## src/pmx_map.svh

```systemverilog
/*
 * offsets, field positions, reset values and codes of the media and line tuning control registers.
 * assumes inclusion by bare name from the design files.
 */
`ifndef PMX_MAP_SVH
`define PMX_MAP_SVH
// ==========================================
// register offsets
`define PMX_MEDIA_OFS 5'h17
`define PMX_TUNE_OFS 5'h18
// ==========================================
// media register fields
`define PMX_IFACE_BIT 12
`define PMX_PREF_BIT 11
`define PMX_MODE_HI 10
`define PMX_MODE_LO 8
`define PMX_OVR_HI 7
`define PMX_OVR_LO 6
`define PMX_FELB_BIT 3
`define PMX_RSV_HI 15
`define PMX_RSV_LO 13
// ==========================================
// tuning register fields
`define PMX_EDGE_HI 15
`define PMX_EDGE_LO 13
`define PMX_LPWR_BIT 12
`define PMX_JUMBO_HI 5
`define PMX_JUMBO_LO 4
`define PMX_CLB_BIT 0
// ==========================================
// reset values and codes
`define PMX_EDGE_RST 3'h0
`define PMX_MODE_RST 3'h0
`define PMX_OVR_RST 2'h0
`define PMX_JUMBO_RST 2'h0
`define PMX_RSV_RST 3'h0
`define PMX_MODE_RSVD 3'h4
`define PMX_OVR_RSVD 2'h3
`define PMX_JUMBO_RSVD 2'h3
`define PMX_AMS_MIN 3'h5
`define PMX_GSEL_OK 2'h0
`define PMX_PPM_DEFAULT 100
`endif

```

## src/pmx_pkg.sv

```systemverilog
/*
 * types shared by the media and line tuning control registers.
 * assumes the map header for numeric values.
 */
`default_nettype none
package pmx_pkg;
	typedef enum logic [2:0] {
		PMX_COPPER_ONLY = 3'h0,
		PMX_SERDES_ONLY = 3'h1,
		PMX_FIBER_X_ONLY = 3'h2,
		PMX_FIBER_FX_ONLY = 3'h3,
		PMX_MODE_RESERVED = 3'h4,
		PMX_AMS_SERDES = 3'h5,
		PMX_AMS_FIBER_X = 3'h6,
		PMX_AMS_FIBER_FX = 3'h7
	} pmx_media_e;
	typedef enum logic [1:0] {
		PMX_OVR_NORMAL = 2'h0,
		PMX_OVR_SERDES = 2'h1,
		PMX_OVR_COPPER = 2'h2,
		PMX_OVR_RESERVED = 2'h3
	} pmx_ovr_e;
	typedef struct packed {
		logic iface_1000x;
		logic copper_pref;
		pmx_media_e mode;
	} pmx_mode_s;
	typedef logic [15:0] pmx_word_t;
endpackage
`default_nettype wire

```

## src/pmx_cfg_if.sv

```systemverilog
/*
 * carrier between the register bank top and its mode holder.
 * assumes one clock domain.
 */
`default_nettype none
interface pmx_cfg_if;
	import pmx_pkg::*;
	pmx_mode_s pending;
	logic apply;
	pmx_mode_s active;
	modport bank (output pending, output apply, input active);
	modport holder (input pending, input apply, output active);
endinterface
`default_nettype wire

```

## src/pmx_media_regs.sv

```systemverilog
/*
 * media mode and line tuning control registers behind the management register port.
 * assumes a synchronous 5-bit address, write strobe, and a software reset pulse from control register 0.
 */
`default_nettype none
`include "pmx_map.svh"
module pmx_media_regs (
	input wire logic clock,
	input wire logic rst_b,
	input wire logic [4:0] reg_addr,
	input wire logic reg_wr,
	input wire pmx_pkg::pmx_word_t reg_wdata,
	input wire logic sw_reset,
	input wire logic sticky_reset_en,
	input wire logic [1:0] global_serdes_sel,
	output pmx_pkg::pmx_word_t reg_rdata,
	output logic iface_1000x,
	output logic iface_valid,
	output logic copper_preferred,
	output pmx_pkg::pmx_media_e media_mode,
	output logic ams_enabled,
	output pmx_pkg::pmx_ovr_e ams_override,
	output logic far_end_loopback,
	output logic [2:0] edge_rate,
	output logic reduced_power,
	output logic [1:0] jumbo_mode,
	output logic connector_loopback,
	output logic reserved_code
);
	import pmx_pkg::*;
	pmx_cfg_if cfg ();
	logic apply;
	logic clear_sticky;

	// ==========================================
	// sub-blocks
	pmx_sw_reset u_swr (
		.clock(clock),
		.rst_b(rst_b),
		.sw_reset(sw_reset),
		.sticky_en(sticky_reset_en),
		.apply(apply),
		.clear_sticky(clear_sticky)
	);
	pmx_mode_hold u_hold (
		.clock(clock),
		.rst_b(rst_b),
		.cfg(cfg)
	);

	// ==========================================
	// register state
	pmx_mode_s pend_reg, pend_next;
	logic [2:0] rsv_reg, rsv_next;
	pmx_ovr_e ovr_reg, ovr_next;
	logic felb_reg, felb_next;
	logic [2:0] edge_reg, edge_next;
	logic lpwr_reg, lpwr_next;
	logic [1:0] jumbo_reg, jumbo_next;
	logic clb_reg, clb_next;
	pmx_word_t rdata_reg, rdata_next;
	logic [6:0] out_reg, out_next;
	logic rsvd_reg, rsvd_next;
	logic wr_media;
	logic wr_tune;
	pmx_mode_s act;

	assign wr_media = reg_wr && (reg_addr == `PMX_MEDIA_OFS);
	assign wr_tune = reg_wr && (reg_addr == `PMX_TUNE_OFS);
	assign cfg.pending = pend_reg;
	assign cfg.apply = apply;
	assign act = cfg.active;

	always_comb begin
		pend_next = pend_reg;
		rsv_next = rsv_reg;
		ovr_next = ovr_reg;
		felb_next = felb_reg;
		edge_next = edge_reg;
		lpwr_next = lpwr_reg;
		jumbo_next = jumbo_reg;
		clb_next = clb_reg;
		// sticky fields fall back first, so a write in the same cycle still lands
		if (clear_sticky) begin
			edge_next = `PMX_EDGE_RST;
			lpwr_next = 1'b0;
			jumbo_next = `PMX_JUMBO_RST;
		end
		if (wr_media) begin
			// mode fields to the pending copy; rsv, override and far-end loopback land directly; super-sticky fields are never touched by software reset
			pend_next.iface_1000x = reg_wdata[`PMX_IFACE_BIT];
			pend_next.copper_pref = reg_wdata[`PMX_PREF_BIT];
			pend_next.mode = pmx_media_e'(reg_wdata[`PMX_MODE_HI:`PMX_MODE_LO]);
			rsv_next = reg_wdata[`PMX_RSV_HI:`PMX_RSV_LO];
			ovr_next = pmx_ovr_e'(reg_wdata[`PMX_OVR_HI:`PMX_OVR_LO]);
			felb_next = reg_wdata[`PMX_FELB_BIT];
		end
		if (wr_tune) begin
			edge_next = reg_wdata[`PMX_EDGE_HI:`PMX_EDGE_LO];
			lpwr_next = reg_wdata[`PMX_LPWR_BIT];
			jumbo_next = reg_wdata[`PMX_JUMBO_HI:`PMX_JUMBO_LO];
			clb_next = reg_wdata[`PMX_CLB_BIT];
		end
	end

	always_ff @(posedge clock or negedge rst_b) begin
		if (!rst_b) begin
			pend_reg <= '{1'b0, 1'b0, PMX_COPPER_ONLY};
			rsv_reg <= `PMX_RSV_RST;
			ovr_reg <= PMX_OVR_NORMAL;
			felb_reg <= 1'b0;
			edge_reg <= `PMX_EDGE_RST;
			lpwr_reg <= 1'b0;
			jumbo_reg <= `PMX_JUMBO_RST;
			clb_reg <= 1'b0;
		end else begin
			pend_reg <= pend_next;
			rsv_reg <= rsv_next;
			ovr_reg <= ovr_next;
			felb_reg <= felb_next;
			edge_reg <= edge_next;
			lpwr_reg <= lpwr_next;
			jumbo_reg <= jumbo_next;
			clb_reg <= clb_next;
		end
	end

	// ==========================================
	// read path: registered, one cycle after the address
	always_comb begin
		rdata_next = '0;
		case (reg_addr)
			`PMX_MEDIA_OFS: begin
				rdata_next[`PMX_RSV_HI:`PMX_RSV_LO] = rsv_reg;
				rdata_next[`PMX_IFACE_BIT] = act.iface_1000x;
				rdata_next[`PMX_PREF_BIT] = act.copper_pref;
				rdata_next[`PMX_MODE_HI:`PMX_MODE_LO] = act.mode;
				rdata_next[`PMX_OVR_HI:`PMX_OVR_LO] = ovr_reg;
				rdata_next[`PMX_FELB_BIT] = felb_reg;
			end
			`PMX_TUNE_OFS: begin
				rdata_next[`PMX_EDGE_HI:`PMX_EDGE_LO] = edge_reg;
				rdata_next[`PMX_LPWR_BIT] = lpwr_reg;
				rdata_next[`PMX_JUMBO_HI:`PMX_JUMBO_LO] = jumbo_reg;
				rdata_next[`PMX_CLB_BIT] = clb_reg;
			end
			default: begin
				rdata_next = '0;
			end
		endcase
	end

	// ==========================================
	// control outputs, all from flip-flops
	always_comb begin
		out_next = '0;
		out_next[0] = act.iface_1000x;
		out_next[1] = (global_serdes_sel == `PMX_GSEL_OK);
		out_next[2] = act.copper_pref;
		out_next[3] = (act.mode >= `PMX_AMS_MIN);
		out_next[4] = felb_reg;
		out_next[5] = clb_reg;
		out_next[6] = lpwr_reg;
		// flags reserved codes in effect; software is expected to avoid them
		rsvd_next = (act.mode == `PMX_MODE_RSVD) || (ovr_reg == `PMX_OVR_RSVD)
			|| (jumbo_reg == `PMX_JUMBO_RSVD);
	end

	always_ff @(posedge clock or negedge rst_b) begin
		if (!rst_b) begin
			rdata_reg <= '0;
			out_reg <= '0;
			rsvd_reg <= 1'b0;
		end else begin
			rdata_reg <= rdata_next;
			out_reg <= out_next;
			rsvd_reg <= rsvd_next;
		end
	end

	pmx_media_e mode_q;
	pmx_ovr_e ovr_q;
	logic [2:0] edge_q;
	logic [1:0] jumbo_q;
	always_ff @(posedge clock or negedge rst_b) begin
		if (!rst_b) begin
			mode_q <= PMX_COPPER_ONLY;
			ovr_q <= PMX_OVR_NORMAL;
			edge_q <= `PMX_EDGE_RST;
			jumbo_q <= `PMX_JUMBO_RST;
		end else begin
			mode_q <= act.mode;
			ovr_q <= ovr_reg;
			edge_q <= edge_reg;
			jumbo_q <= jumbo_reg;
		end
	end

	assign reg_rdata = rdata_reg;
	assign iface_1000x = out_reg[0];
	assign iface_valid = out_reg[1];
	assign copper_preferred = out_reg[2];
	assign ams_enabled = out_reg[3];
	assign far_end_loopback = out_reg[4];
	assign connector_loopback = out_reg[5];
	assign reduced_power = out_reg[6];
	assign media_mode = mode_q;
	assign ams_override = ovr_q;
	assign edge_rate = edge_q;
	assign jumbo_mode = jumbo_q;
	assign reserved_code = rsvd_reg;

	// ==========================================
	// checks: pending and active mode copies
	// the read may only follow a write once the apply pulse has been through the holder
	chk_pending_not_read: assert property (@(posedge clock) disable iff (!rst_b)
		wr_media && !apply && !sw_reset ##1 !apply && reg_addr == `PMX_MEDIA_OFS
		|=> reg_rdata[`PMX_MODE_HI:`PMX_MODE_LO] == $past(act.mode))
		else $error("read shows pending mode");
	chk_read_active_mode: assert property (@(posedge clock) disable iff (!rst_b)
		reg_addr == `PMX_MEDIA_OFS |=> reg_rdata[`PMX_IFACE_BIT:`PMX_MODE_LO] == $past(act))
		else $error("mode bits read not the active copy");
	chk_pending_write: assert property (@(posedge clock) disable iff (!rst_b)
		wr_media |=> pend_reg == $past(reg_wdata[`PMX_IFACE_BIT:`PMX_MODE_LO]))
		else $error("pending copy not written");
	chk_mode_after_reset: assert property (@(posedge clock) disable iff (!rst_b)
		sw_reset |-> ##3 media_mode == $past(pend_reg.mode, 2))
		else $error("mode not in effect");
	chk_super_sticky_kept: assert property (@(posedge clock) disable iff (!rst_b)
		clear_sticky && !wr_media |=> $stable(pend_reg))
		else $error("super-sticky field lost at software reset");

	// ==========================================
	// checks: sticky fields across software reset
	chk_sticky_kept: assert property (@(posedge clock) disable iff (!rst_b)
		sw_reset && sticky_reset_en && !wr_tune ##1 !wr_tune |=> edge_reg == $past(edge_reg, 2)
		&& jumbo_reg == $past(jumbo_reg, 2) && lpwr_reg == $past(lpwr_reg, 2))
		else $error("sticky field lost");
	chk_sticky_cleared: assert property (@(posedge clock) disable iff (!rst_b)
		sw_reset && !sticky_reset_en ##1 !wr_tune |=> edge_reg == `PMX_EDGE_RST
		&& jumbo_reg == `PMX_JUMBO_RST && !lpwr_reg)
		else $error("sticky field not cleared");

	// ==========================================
	// checks: field writes, reads and control outputs
	// outputs trail the state by one flop, so each is held against the state a cycle back
	chk_edge_write: assert property (@(posedge clock) disable iff (!rst_b)
		wr_tune |=> ##1 edge_rate == $past(reg_wdata[`PMX_EDGE_HI:`PMX_EDGE_LO], 2))
		else $error("edge rate lost");
	chk_edge_read: assert property (@(posedge clock) disable iff (!rst_b)
		reg_addr == `PMX_TUNE_OFS |=> reg_rdata[`PMX_EDGE_HI:`PMX_EDGE_LO] == $past(edge_reg))
		else $error("edge rate read wrong");
	chk_lpwr_write: assert property (@(posedge clock) disable iff (!rst_b)
		wr_tune |=> lpwr_reg == $past(reg_wdata[`PMX_LPWR_BIT]))
		else $error("low power lost");
	chk_lpwr_read: assert property (@(posedge clock) disable iff (!rst_b)
		reg_addr == `PMX_TUNE_OFS |=> reg_rdata[`PMX_LPWR_BIT] == $past(lpwr_reg))
		else $error("low power read wrong");
	chk_jumbo_write: assert property (@(posedge clock) disable iff (!rst_b)
		wr_tune |=> jumbo_reg == $past(reg_wdata[`PMX_JUMBO_HI:`PMX_JUMBO_LO]))
		else $error("jumbo lost");
	chk_jumbo_read: assert property (@(posedge clock) disable iff (!rst_b)
		reg_addr == `PMX_TUNE_OFS |=> reg_rdata[`PMX_JUMBO_HI:`PMX_JUMBO_LO] == $past(jumbo_reg))
		else $error("jumbo read wrong");
	chk_ovr_out: assert property (@(posedge clock) disable iff (!rst_b)
		wr_media |=> ##1 ams_override == $past(reg_wdata[`PMX_OVR_HI:`PMX_OVR_LO], 2))
		else $error("override lost");
	chk_ams_flag: assert property (@(posedge clock) disable iff (!rst_b)
		##1 ams_enabled == ($past(act.mode) >= `PMX_AMS_MIN))
		else $error("ams flag wrong");
	chk_mode_out: assert property (@(posedge clock) disable iff (!rst_b)
		##1 media_mode == $past(act.mode))
		else $error("mode output wrong");
	chk_iface_valid: assert property (@(posedge clock) disable iff (!rst_b)
		$past(rst_b) |-> iface_valid == ($past(global_serdes_sel) == `PMX_GSEL_OK))
		else $error("valid flag wrong");
	chk_iface_out: assert property (@(posedge clock) disable iff (!rst_b)
		##1 iface_1000x == $past(act.iface_1000x))
		else $error("interface output wrong");
	chk_pref_out: assert property (@(posedge clock) disable iff (!rst_b)
		##1 copper_preferred == $past(act.copper_pref))
		else $error("preference output wrong");
	chk_rsvd_flag: assert property (@(posedge clock) disable iff (!rst_b)
		##1 reserved_code == ($past(act.mode) == `PMX_MODE_RSVD || $past(ovr_reg) == `PMX_OVR_RSVD
		|| $past(jumbo_reg) == `PMX_JUMBO_RSVD))
		else $error("reserved code flag wrong");

	// ==========================================
	// scenarios worth seeing
	cov_mode_apply: cover property (@(posedge clock) disable iff (!rst_b) wr_media ##[1:4] sw_reset);
	cov_sticky_clear: cover property (@(posedge clock) disable iff (!rst_b) sw_reset && !sticky_reset_en);
	cov_sticky_keep: cover property (@(posedge clock) disable iff (!rst_b) sw_reset && sticky_reset_en);
	cov_ams_applied: cover property (@(posedge clock) disable iff (!rst_b) apply && pend_reg.mode >= `PMX_AMS_MIN);
	cov_jumbo_12k: cover property (@(posedge clock) disable iff (!rst_b) jumbo_mode == 2'h2);
endmodule
`default_nettype wire

```

## src/pmx_mode_hold.sv

```systemverilog
/*
 * active copy of the super-sticky mode fields, loaded from the pending copy at software reset.
 * assumes apply is a one-cycle pulse from the register bank.
 */
`default_nettype none
`include "pmx_map.svh"
module pmx_mode_hold (
	input wire logic clock,
	input wire logic rst_b,
	pmx_cfg_if.holder cfg
);
	import pmx_pkg::*;
	pmx_mode_s active_reg;
	pmx_mode_s active_next;
	always_comb begin
		active_next = active_reg;
		if (cfg.apply) begin
			active_next = cfg.pending;
		end
	end
	always_ff @(posedge clock or negedge rst_b) begin
		if (!rst_b) begin
			active_reg <= '{1'b0, 1'b0, PMX_COPPER_ONLY};
		end else begin
			active_reg <= active_next;
		end
	end
	assign cfg.active = active_reg;
	chk_apply_loads_mode: assert property (@(posedge clock) disable iff (!rst_b)
		cfg.apply |=> active_reg == $past(cfg.pending)) else $error("mode not applied");
	chk_mode_holds_idle: assert property (@(posedge clock) disable iff (!rst_b)
		!cfg.apply |=> $stable(active_reg)) else $error("mode changed without reset");
endmodule
`default_nettype wire

```

## src/pmx_sw_reset.sv

```systemverilog
/*
 * sticky field reset control: decides restore-to-default on software reset.
 * assumes sw_reset is a one-cycle pulse.
 */
`default_nettype none
`include "pmx_map.svh"
module pmx_sw_reset (
	input wire logic clock,
	input wire logic rst_b,
	input wire logic sw_reset,
	input wire logic sticky_en,
	output logic apply,
	output logic clear_sticky
);
	logic apply_reg;
	logic apply_next;
	logic clr_reg;
	logic clr_next;
	always_comb begin
		apply_next = sw_reset;
		clr_next = sw_reset && !sticky_en;
	end
	always_ff @(posedge clock or negedge rst_b) begin
		if (!rst_b) begin
			apply_reg <= 1'b0;
			clr_reg <= 1'b0;
		end else begin
			apply_reg <= apply_next;
			clr_reg <= clr_next;
		end
	end
	assign apply = apply_reg;
	assign clear_sticky = clr_reg;
	chk_clear_needs_reset: assert property (@(posedge clock) disable iff (!rst_b)
		clr_reg |-> apply_reg) else $error("sticky clear without reset");
endmodule
`default_nettype wire

```

## config.mk

```make
export PLATFORM = sky130hd
export DESIGN_NAME = pmx_media_regs
export DESIGN_NICKNAME = d
export VERILOG_FILES = /design/src/pmx_pkg.sv /design/src/pmx_cfg_if.sv /design/src/pmx_media_regs.sv /design/src/pmx_mode_hold.sv /design/src/pmx_sw_reset.sv
export VERILOG_INCLUDE_DIRS = /design/src
export SDC_FILE = /design/constraint.sdc
export NUM_CORES = 1
export LEC_CHECK = 0
export CAP_MARGIN = 30
export CELL_PAD_IN_SITES_DETAIL_PLACEMENT = 1
export CELL_PAD_IN_SITES_GLOBAL_PLACEMENT = 1
export CORE_ASPECT_RATIO = 0.6
export CORE_MARGIN = 2
export CORE_UTILIZATION = 35
export DETAILED_ROUTE_END_ITERATION = 8
export DONT_BUFFER_PORTS = 1
export HOLD_SLACK_MARGIN = 0.06
export PLACE_DENSITY_LB_ADDON = 0.1
export SETUP_SLACK_MARGIN = 0.15
export SLEW_MARGIN = 20
export SYNTH_ARGS = -nofsm -noshare
export SYNTH_HDL_FRONTEND = slang
export SYNTH_SLANG_ARGS = --single-unit
```

## constraint.sdc

```tcl
create_clock -name clock -period 1.4 [get_ports clock]
set_input_delay 0.07 -clock clock [delete_from_list [all_inputs] [get_ports clock]]
set_output_delay 0.07 -clock clock [all_outputs]
set_load 0.01 [all_outputs]
```

### Word level (Yosys, flattened, before mapping)

Index checks and enable logic that the tools add are counted.

| storage, ports and cells | value |
|---|---|
| bits in registers | 57 |
| latch bits | 0 |
| RAM bits | 0 |
| ROM bits | 0 |
| output and inout port bits | 34 |
| word-level logic and storage cells | 47 |
| memories kept | 0 |

| operators by class | value |
|---|---|
| add/subtract/negate cells | 0 |
| multiply operators | 0 |
| divide/modulo/power cells | 0 |
| order comparisons | 1 |
| equality and inequality tests | 5 |
| shifts and indexed selects | 0 |
| muxes and demuxes | 11 |
| bitwise gates (word level) | 0 |
| reductions and logical operators | 8 |

Operators with widths:

| cell | number |
|---|---|
| $eq A5 B5 Y1 const B | 2 |
| $pmux W4 S2 | 1 |
| $mux W2 | 3 |
| $mux W3 | 2 |
| $mux W6 | 1 |
| $eq A2 B2 Y1 const B | 2 |
| $mux W1 | 4 |
| $eq A3 B3 Y1 const B | 1 |
| $ge A3 B3 Y1 const B | 1 |
| $logic_and A1 B1 Y1 | 3 |
| $logic_not A2 Y1 | 1 |
| $logic_or A1 B1 Y1 | 2 |
| $reduce_bool A2 Y1 | 1 |
| $logic_not A1 Y1 | 1 |

### Logic depth before layout (Yosys ltp)

Gate-level depths: netlist of the first run.

| logic depth | value |
|---|---|
| word-level depth | 3 |
| gate-level depth with buffers | 4 |
| gate-level depth less buffers | 3 |

### Cells and area by module

A second synthesis of the first run with hierarchy kept.

| unflattened totals | value |
|---|---|
| cells, all modules | 119 |
| area, all modules | 1993.2 um2 |

By module, submodules not included:

| module | instances | cells an instance | area an instance (um2) |
|---|---|---|---|
| pmx_media_regs | 1 | 106 | 1747.9 |
| pmx_mode_hold | 1 | 10 | 181.4 |
| pmx_sw_reset | 1 | 3 | 63.8 |

### Worst setup path before layout of the first run

No wires, ideal clock.

| timing | value |
|---|---|
| path type | in2reg |
| from | input reg_addr[0] |
| to | register clb_reg |
| setup time | 0.125 ns |
| arrival time | 0.982 ns |
| required time | 1.275 ns |
| path slack | 0.293 ns |
| stages on the path | 4 |
| path buffers | 1 |
| path through | nor4b_4 > and2_1 > buf_6 > mux2_4 |

| on the way | value |
|---|---|
| cells in the longest elaborated chain, start to end | 2 |

RTL lines:

| what | RTL line | text |
|---|---|---|
| from (decl) | pmx_media_regs.sv:10 | `input wire logic [4:0] reg_addr,` |
| $eq A5 B5 Y1 | n/a |  |
| $logic_and A1 B1 Y1 | pmx_media_regs.sv:69 | `` assign wr_tune = reg_wr && (reg_addr == `PMX_TUNE_OFS); `` |
| to (signal assigned) | pmx_media_regs.sv:124 | `clb_reg <= clb_next;` |
| to (decl) | pmx_media_regs.sv:60 | `logic clb_reg, clb_next;` |

Every way passes these cells.
A chain may end at the register's enable or synchronous reset.

### Final worst setup path of the first run

| timing | value |
|---|---|
| from | input global_serdes_sel[0] |
| to | register out_reg[1] |

| on the way | value |
|---|---|
| cells in the longest elaborated chain, start to end | 1 |

RTL lines:

| what | RTL line | text |
|---|---|---|
| from (decl) | pmx_media_regs.sv:15 | `input wire logic [1:0] global_serdes_sel,` |
| $logic_not A2 Y1 (no source line) | n/a |  |
| named net out_next[1] | pmx_media_regs.sv:62 | `logic [6:0] out_reg, out_next;` |
| to (signal assigned) | pmx_media_regs.sv:176 | `out_reg <= out_next;` |
| to (decl) | pmx_media_regs.sv:62 |  |

The timed path passes the listed nets, and every way through them passes these cells.

==> results of run 1 <==
## critical path, cell delays in order
cell and delay (ns):
dlygate4sd3_1 0.55, nor2_1 0.04, dlygate4sd3_1 0.55
## Yosys cell counts
master / n
dfrtp_1: 57
mux2_2: 16
and2_1: 9
nor2b_1: 8
mux2_4: 6
a22o_1: 4
and3_2: 3
buf_4: 2
buf_6: 2
nor2_1: 2
a222oi_1: 1
and2_2: 1
and4_2: 1
and4_4: 1
clkbuf_2: 1
conb_1: 1
inv_1: 1
nand2b_1: 1
nand3_1: 1
nor4b_4: 1
o21ai_0: 1
## cells in the final DEF, fill, tap and decap left out
| master | Yosys | final |
|---|---|---|
| dfrtp_1 | 57 | 57 |
| dlygate4sd3_1 | 0 | 19 |
| mux2_2 | 16 | 16 |
| clkbuf_8 | 0 | 12 |
| and2_1 | 9 | 9 |
| nor2b_1 | 8 | 8 |
| mux2_4 | 6 | 6 |
| a22o_1 | 4 | 4 |
| and3_2 | 3 | 3 |
| nor2_1 | 2 | 2 |
| conb_1 | 1 | 2 |
| bufinv_16 | 0 | 2 |
| and4_2 | 1 | 1 |
| nor4b_4 | 1 | 1 |
| and2_2 | 1 | 1 |
| a222oi_1 | 1 | 1 |
| inv_1 | 1 | 1 |
| nand2b_1 | 1 | 1 |
| nand3_1 | 1 | 1 |
| o21ai_0 | 1 | 1 |
| and4_4 | 1 | 1 |
| clkbuf_1 | 0 | 1 |
| buf_12 | 0 | 1 |
| buf_4 | 2 | 1 |
## power by group through the flow
stage,Combinational (mW),Clock (mW),Sequential (mW)
CTS,0.209,1.76,1.99
global placement,0.154,0,2.01
global route,0.227,1.85,2.02
detailed placement,0.163,0,2.02
finish,0.206,1.71,1.99
floorplan,0.145,0,1.98
## final cells by class
class                   count  area [um2]
inverters                   1        3.75
well taps                  80         100
clock inverters             2        60.1
repair buffers             21         218
clock buffers              13         169
multi-input cells          58         528
flip-flops and latches     57        1430
fillers                   541        3040
## final timing paths
check / endpoint / from / cells after the start / slack (ns)
hold reg to reg: out_reg[2] / u_hold.cfg.active[3] / 0 / 0.39
max in group asynchronous: reg_rdata[7] / rst_b / 0 / 1.86
setup / recovery: out_reg[1] / global_serdes_sel[0] / 3 / 0.38
setup reg to reg: u_hold.cfg.active[0] / u_swr.apply / 1 / 0.42
min in group clock: reg_rdata[13] / reg_addr[4] / 2 / 0.11
hold / removal: edge_rate[0] / rst_b / 0 / -0.56
## kinds of logic (layout without fill, tap and decap cells)
kind of cell / after synthesis / in the layout / share of synthesized area [%]
simple gates: 28 / 28 / 10.0
compound gates: 6 / 6 / 2.51
mux: 22 / 22 / 13.5
flops: 57 / 57 / 71.4
buf+inv: 6 / 37 / 2.32
other cells: 1 / 2 / 0.188
## through the flow
| step | setup slack, ns | util, % | hold slack (ns) | cell area (um2) |
|---|---|---|---|---|
| 2_1_floorplan | 0.293 | - | -0.226 | 2000 |
| 3_3_place_gp | 0.217 | 37.6 | -0.225 | 2090 |
| 3_5_place_dp | 0.195 | 37.6 | -0.224 | 2090 |
| 4_1_cts | 0.399 | 45.2 | -0.576 | 2500 |
| 5_1_grt | 0.329 | 45.2 | -0.593 | 2500 |
| 6_report | 0.383 | 45.2 | -0.558 | 2500 |
## metal layers
metal	vias to the layer above	global-route usage (%)	share of wire [%]
met4	0	7.26	1.8
met3	9	6.04	5.9
met1	546	16.7	43
li1	461	-	-
met2	37	22.2	49
met5	-	0	0
==> metrics.txt, run 1 <==
Layout area overhead=25.4%; PnR Total Power=3.91 mW; Antenna diodes=0; first-pass GRT wire length=between 6 and 7 mm; TritonCTS Buffers=9; RSZ-0062 raised after global routing=false; Synth Area per Inst=between 15 and 20 um2; first-iteration detailed-routing DRC count=17; NetSw=0.789 mW; Largest register FFs=14; max-cap violation count=0; clock transition at the registers of the reported paths=0.06 ns; VDD IR max=between 500 and 600 uV; Pre-antenna DRT Iters=4; #FFs+latches synth=57; CTS-repair resized insts=0; IO Count=62; dpl hpwl=2.47 mm; Post-CTS Setup Bufs=0; IO Port Bufs=0; min Tclk post-route=1.02 ns; top cells by area, synth=dfrtp_1, mux2_2, mux2_4, and2_1, nor2b_1; Synth Cell Area=around 2000 um2; clock root cell=clkbuf_8; total global-route track usage=14.2%; Tcrit/Tclk final=roughly 73%; Power Internal=3.12 mW; Netlist cell types=21; run status=finished, violations left; Clock power frac=43.8%; row cnt=21; PD cells=1560 nW/um2; Worst EP required=~1.6 ns; switching part of the total=around 20%; CP Data Arrival Time=1.21 ns; Synthesis Warnings=0; core area=5540 um2; Post-Route WL=3.97 mm; TNS Setup=0 ns; Sequential Power Share=50.9%; die area=between 6000 and 7000 um2; hold crit path type=in2async; die width=102 um; cell leakage power=1.20 nW; area leader, netlist=dfrtp_1; Setup CP Type=in2reg; initial antenna violation count=0; H-tree levels=3; CTS tree=done; Worst Skew=0.00645 ns; Hold Vio Cnt, Final=57; failing checks=negative hold slack; Syn Inst Count=120; DR WL/cell=between 15 and 20 um; pin count of the biggest net entering global routing=58; Sink Count=57; dpl cells=198; ANT nets after route=0; sequential share of the synthesized area=71.4%; Vias=1053; Critical Path Source Type=input pin; grt total ovfl=0; Via density=around 4.5; CTS Hold Bufs=19; CP max FO=1; Longest Clk Path Bufs=2; initial core utilization=36.0%; worst skew pair latency=0.32 ns; endpoints failing setup=0; Worst Setup End Kind=flip-flop; # DRC=0; Die Ht=between 60 and 70 um; FMAX=approximately 980 MHz; vias in the first global route=1181; logic gate share of total power=between 5 and 6%; gpl congestion=0.738; Nets=176; final cell count without fillers=~230; Pins Over Slew Limit=0; Yosys top cell area share=71.4%; layout cells sized above 1=29.6%; WHS=-0.558 ns
No activity file was read; power rests on OpenSTA's default activity.
==> run 2, diff against run 1 <==
Settings changed: ABC_AREA set to 1.
Clock period 1.4 ns to 1.05 ns, I/O delays scaled along.
==> run 2 against run 1 <==
Net effect: the run still ends with negative hold slack left; core utilization down 1.2 points; critical path depth is the same; sequential share of layout area is 1.5 points higher; clock skew is 0.00085 ns higher; final cell count is 26% higher; global-route usage is 1.2 points higher; clock power grew 9%; first-iteration DRC count rose by 100%; synthesized cell count is 50% higher; via count up 21%; synthesized area up 0.13%; critical path type is now reg2reg.
==> metrics.txt, run 2 <==
top cells by count, synth=dfrtp_1, nand2_1, inv_1; Antenna diodes=0 (unchanged); TNS Setup=0 ns (unchanged); clock root cell=clkbuf_8; die width=102 um (about the same); CP Buf/Inv Count=1 (-1); Worst Skew=0.00730 ns (+0.000848 ns); Post-synth EDFFs=0 (unchanged); endpoints failing setup=0 (unchanged); ANT nets after route=0 (unchanged); async set-reset flop share out of synthesis=100% (unchanged); failing checks=negative hold slack; R2R depth=3 (+2); CTS-repair resized insts=0 (unchanged); vias in the first global route=1406 (+19%); VDD IR max=665 uV (+24%); RSZ-0062 raised after global routing=false; Setup crit start=u_swr.clear_sticky; Seq. cell area=1430 um2 (unchanged); grt total ovfl=0 (unchanged); CTS Hold Bufs=21 (+2); initial core utilization=36.1% (+0.045 points); FMAX=1210 MHz; WHS=-0.584 ns (-0.0261 ns); RR Startpoint=u_swr.clear_sticky; CTS tree=done; dpl hpwl=2.76 mm (+12%); Longest Clk Path Bufs=2 (unchanged); Tcrit/Tclk final=78.5%; Vias=1272 (+21%); Post-Route WL=4.14 mm (+4.5%); Worst path slowest cell=dfrtp_1; DR WL/cell=14.2 um (-17%); top cells by area, synth=dfrtp_1, nand2_1, inv_1, nand3_1, o21ai_1; row cnt=21 (unchanged); max-cap violation count=0 (unchanged); pin count of the biggest net entering global routing=58 (unchanged); worst skew pair latency=0.33 ns (about the same); Synth Cell Area=2000 um2 (+0.13%); most common cell after layout, fill and taps aside=dfrtp_1; top-count cell post-synth=dfrtp_1; TritonCTS Buffers=9 (unchanged); layout cells sized above 1=10.4% (-19 points); Nets=236 (+34%); Sink Count=57 (unchanged); Yosys top cell area share=71.3% (-0.089 points); crit path to=edge_reg[0]; CP Depth=3 (unchanged); Worst Setup End Kind=flip-flop; ys flop type=dfrtp_1; IO Count=62 (unchanged); #FFs+latches synth=57 (unchanged); min Tclk post-route=~0.82 ns; Largest register FFs=14 (unchanged); core area=5540 um2 (unchanged); area of the multi-input gates=412 um2 (-22%); sequential share of the synthesized area=71.3% (-0.089 points); PD cells=1940 nW/um2 (+24%); IO Port Bufs=0 (unchanged); first-pass GRT wire length=7.11 mm (+10%); Post-CTS Setup Bufs=0 (unchanged); Pins Over Slew Limit=0 (unchanged); hold crit path type=in2async; Pre-antenna DRT Iters=4 (unchanged); Reg2Reg Capture Point=edge_reg[0]; Netlist cell types=18 (-14%); Hold Vio Cnt, Final=64 (+12%); Critical Path Source Type=flip-flop; clock transition at the registers of the reported paths=0.07 ns (about the same); highest-count cells in the layout ignoring fill and taps=dfrtp_1, nand2_1, inv_1, dlygate4sd3_1, nand3_1; crit path cell chain=inv_1 > nand3_1 > nand2_1; area leader, netlist=dfrtp_1; CP Data Arrival Time=1.08 ns (-0.13 ns); cell leakage power=1.24 nW (+3.2%); Synthesis Warnings=0 (unchanged); first-iteration detailed-routing DRC count=34 (+17); Synth Area per Inst=11.1 um2 (-33%); CP top delay family=flip-flops; max incr delay on CP=0.37 ns (-0.18 ns); initial antenna violation count=0 (unchanged); Reg2Reg Setup Slack=0.23 ns (-0.19 ns); Syn Inst Count=180 (+50%); run status=finished, violations left; total global-route track usage=15.4% (+1.2 points); Layout area overhead=22.1%; PnR Total Power=4.73 mW (+21%); # DRC=0 (unchanged); Setup CP Type=reg2reg; CP max FO=6 (+5); Die Ht=62.5 um (about the same); die area=6350 um2 (+0.12%); fill cell count=607 (+12%); Via density=4.36 (-4.0%); Worst EP required=1.31 ns (-0.28 ns); H-tree levels=3 (unchanged); gpl congestion=0.786 (+6.5%)
run 2: changes by cell type in the layout (fill, tap and decap cells not counted), moves of 11 or more:
cell     before  now
inv_1         1   24
mux2_2       16    0
nand2_1       0   34
nand3_1       1   17
nor2_1        2   13
o21ai_1       0   11
run 2: kinds of logic after synthesis:
kind of cell	count (synthesis)	synth area share [%]
DFF	57	71.3
other	1	0.188
AOI/OAI and AO/OA	19	4.94
and+or+nand+nor	69	15.3
buffers and inverters	34	8.26
run 2: layout make-up:
| cell class | instances | share of cell area (%) |
|---|---|---|
| Multi-Input combinational cell | 90 | 16.9 |
| Clock inverter | 4 | 1.85 |
| Inverter | 27 | 4.15 |
| Timing Repair Buffer | 23 | 9.23 |
| Clock buffer | 11 | 5.38 |
| Sequential cell | 57 | 58.4 |
| Tap cell | 80 | 4.10 |
run 2: worst min path at each step:
stage,from,endpoint,slack [ns]
final,rst_b,rsv_reg[2],-0.58
after global routing,rst_b,reg_rdata[11],-0.62
after global placement,rst_b,cfg.pending[3],-0.24
after floorplan,rst_b,ams_override[0],-0.24
after detailed placement,rst_b,cfg.pending[3],-0.24
after CTS,rst_b,edge_reg[1],-0.61
run 2: metal layers:
| metal | vias to the layer above | part of all wire [%] | track usage [%] | wire, um |
|---|---|---|---|---|
| met1 | 615 | 45 | 19.0 | 1860 |
| met2 | 42 | 47 | 22.8 | 1940 |
| li1 | 609 | - | - | - |
| met5 | - | 0 | 0 | 0 |
| met4 | 0 | 1.3 | 6.42 | 52 |
| met3 | 6 | 7.2 | 7.83 | 298 |
run 2: power by group:
group          switching [mW]  internal [mW]  leakage (nW)  total (mW)
clock network           0.791           1.07        0.0929        1.86
logic                   0.153          0.133         0.379       0.286
registers               0.166           2.42         0.765        2.58
total                    1.11           3.62          1.24        4.73
run 2: per-stage QoR:
stage | instance area [um2] | setup WS (ns) | hold slack [ns] | std cells | util (%)
floorplan | 2000 | 0.278 | -0.243 | 181 | -
global placement | 2050 | 0.179 | -0.242 | 256 | 37.1
detailed placement | 2050 | 0.137 | -0.242 | 256 | 37.1
CTS | 2440 | 0.222 | -0.609 | 292 | 44.0
global route | 2440 | 0.154 | -0.622 | 292 | 44.0
finish | 2440 | 0.226 | -0.584 | 292 | 44.0
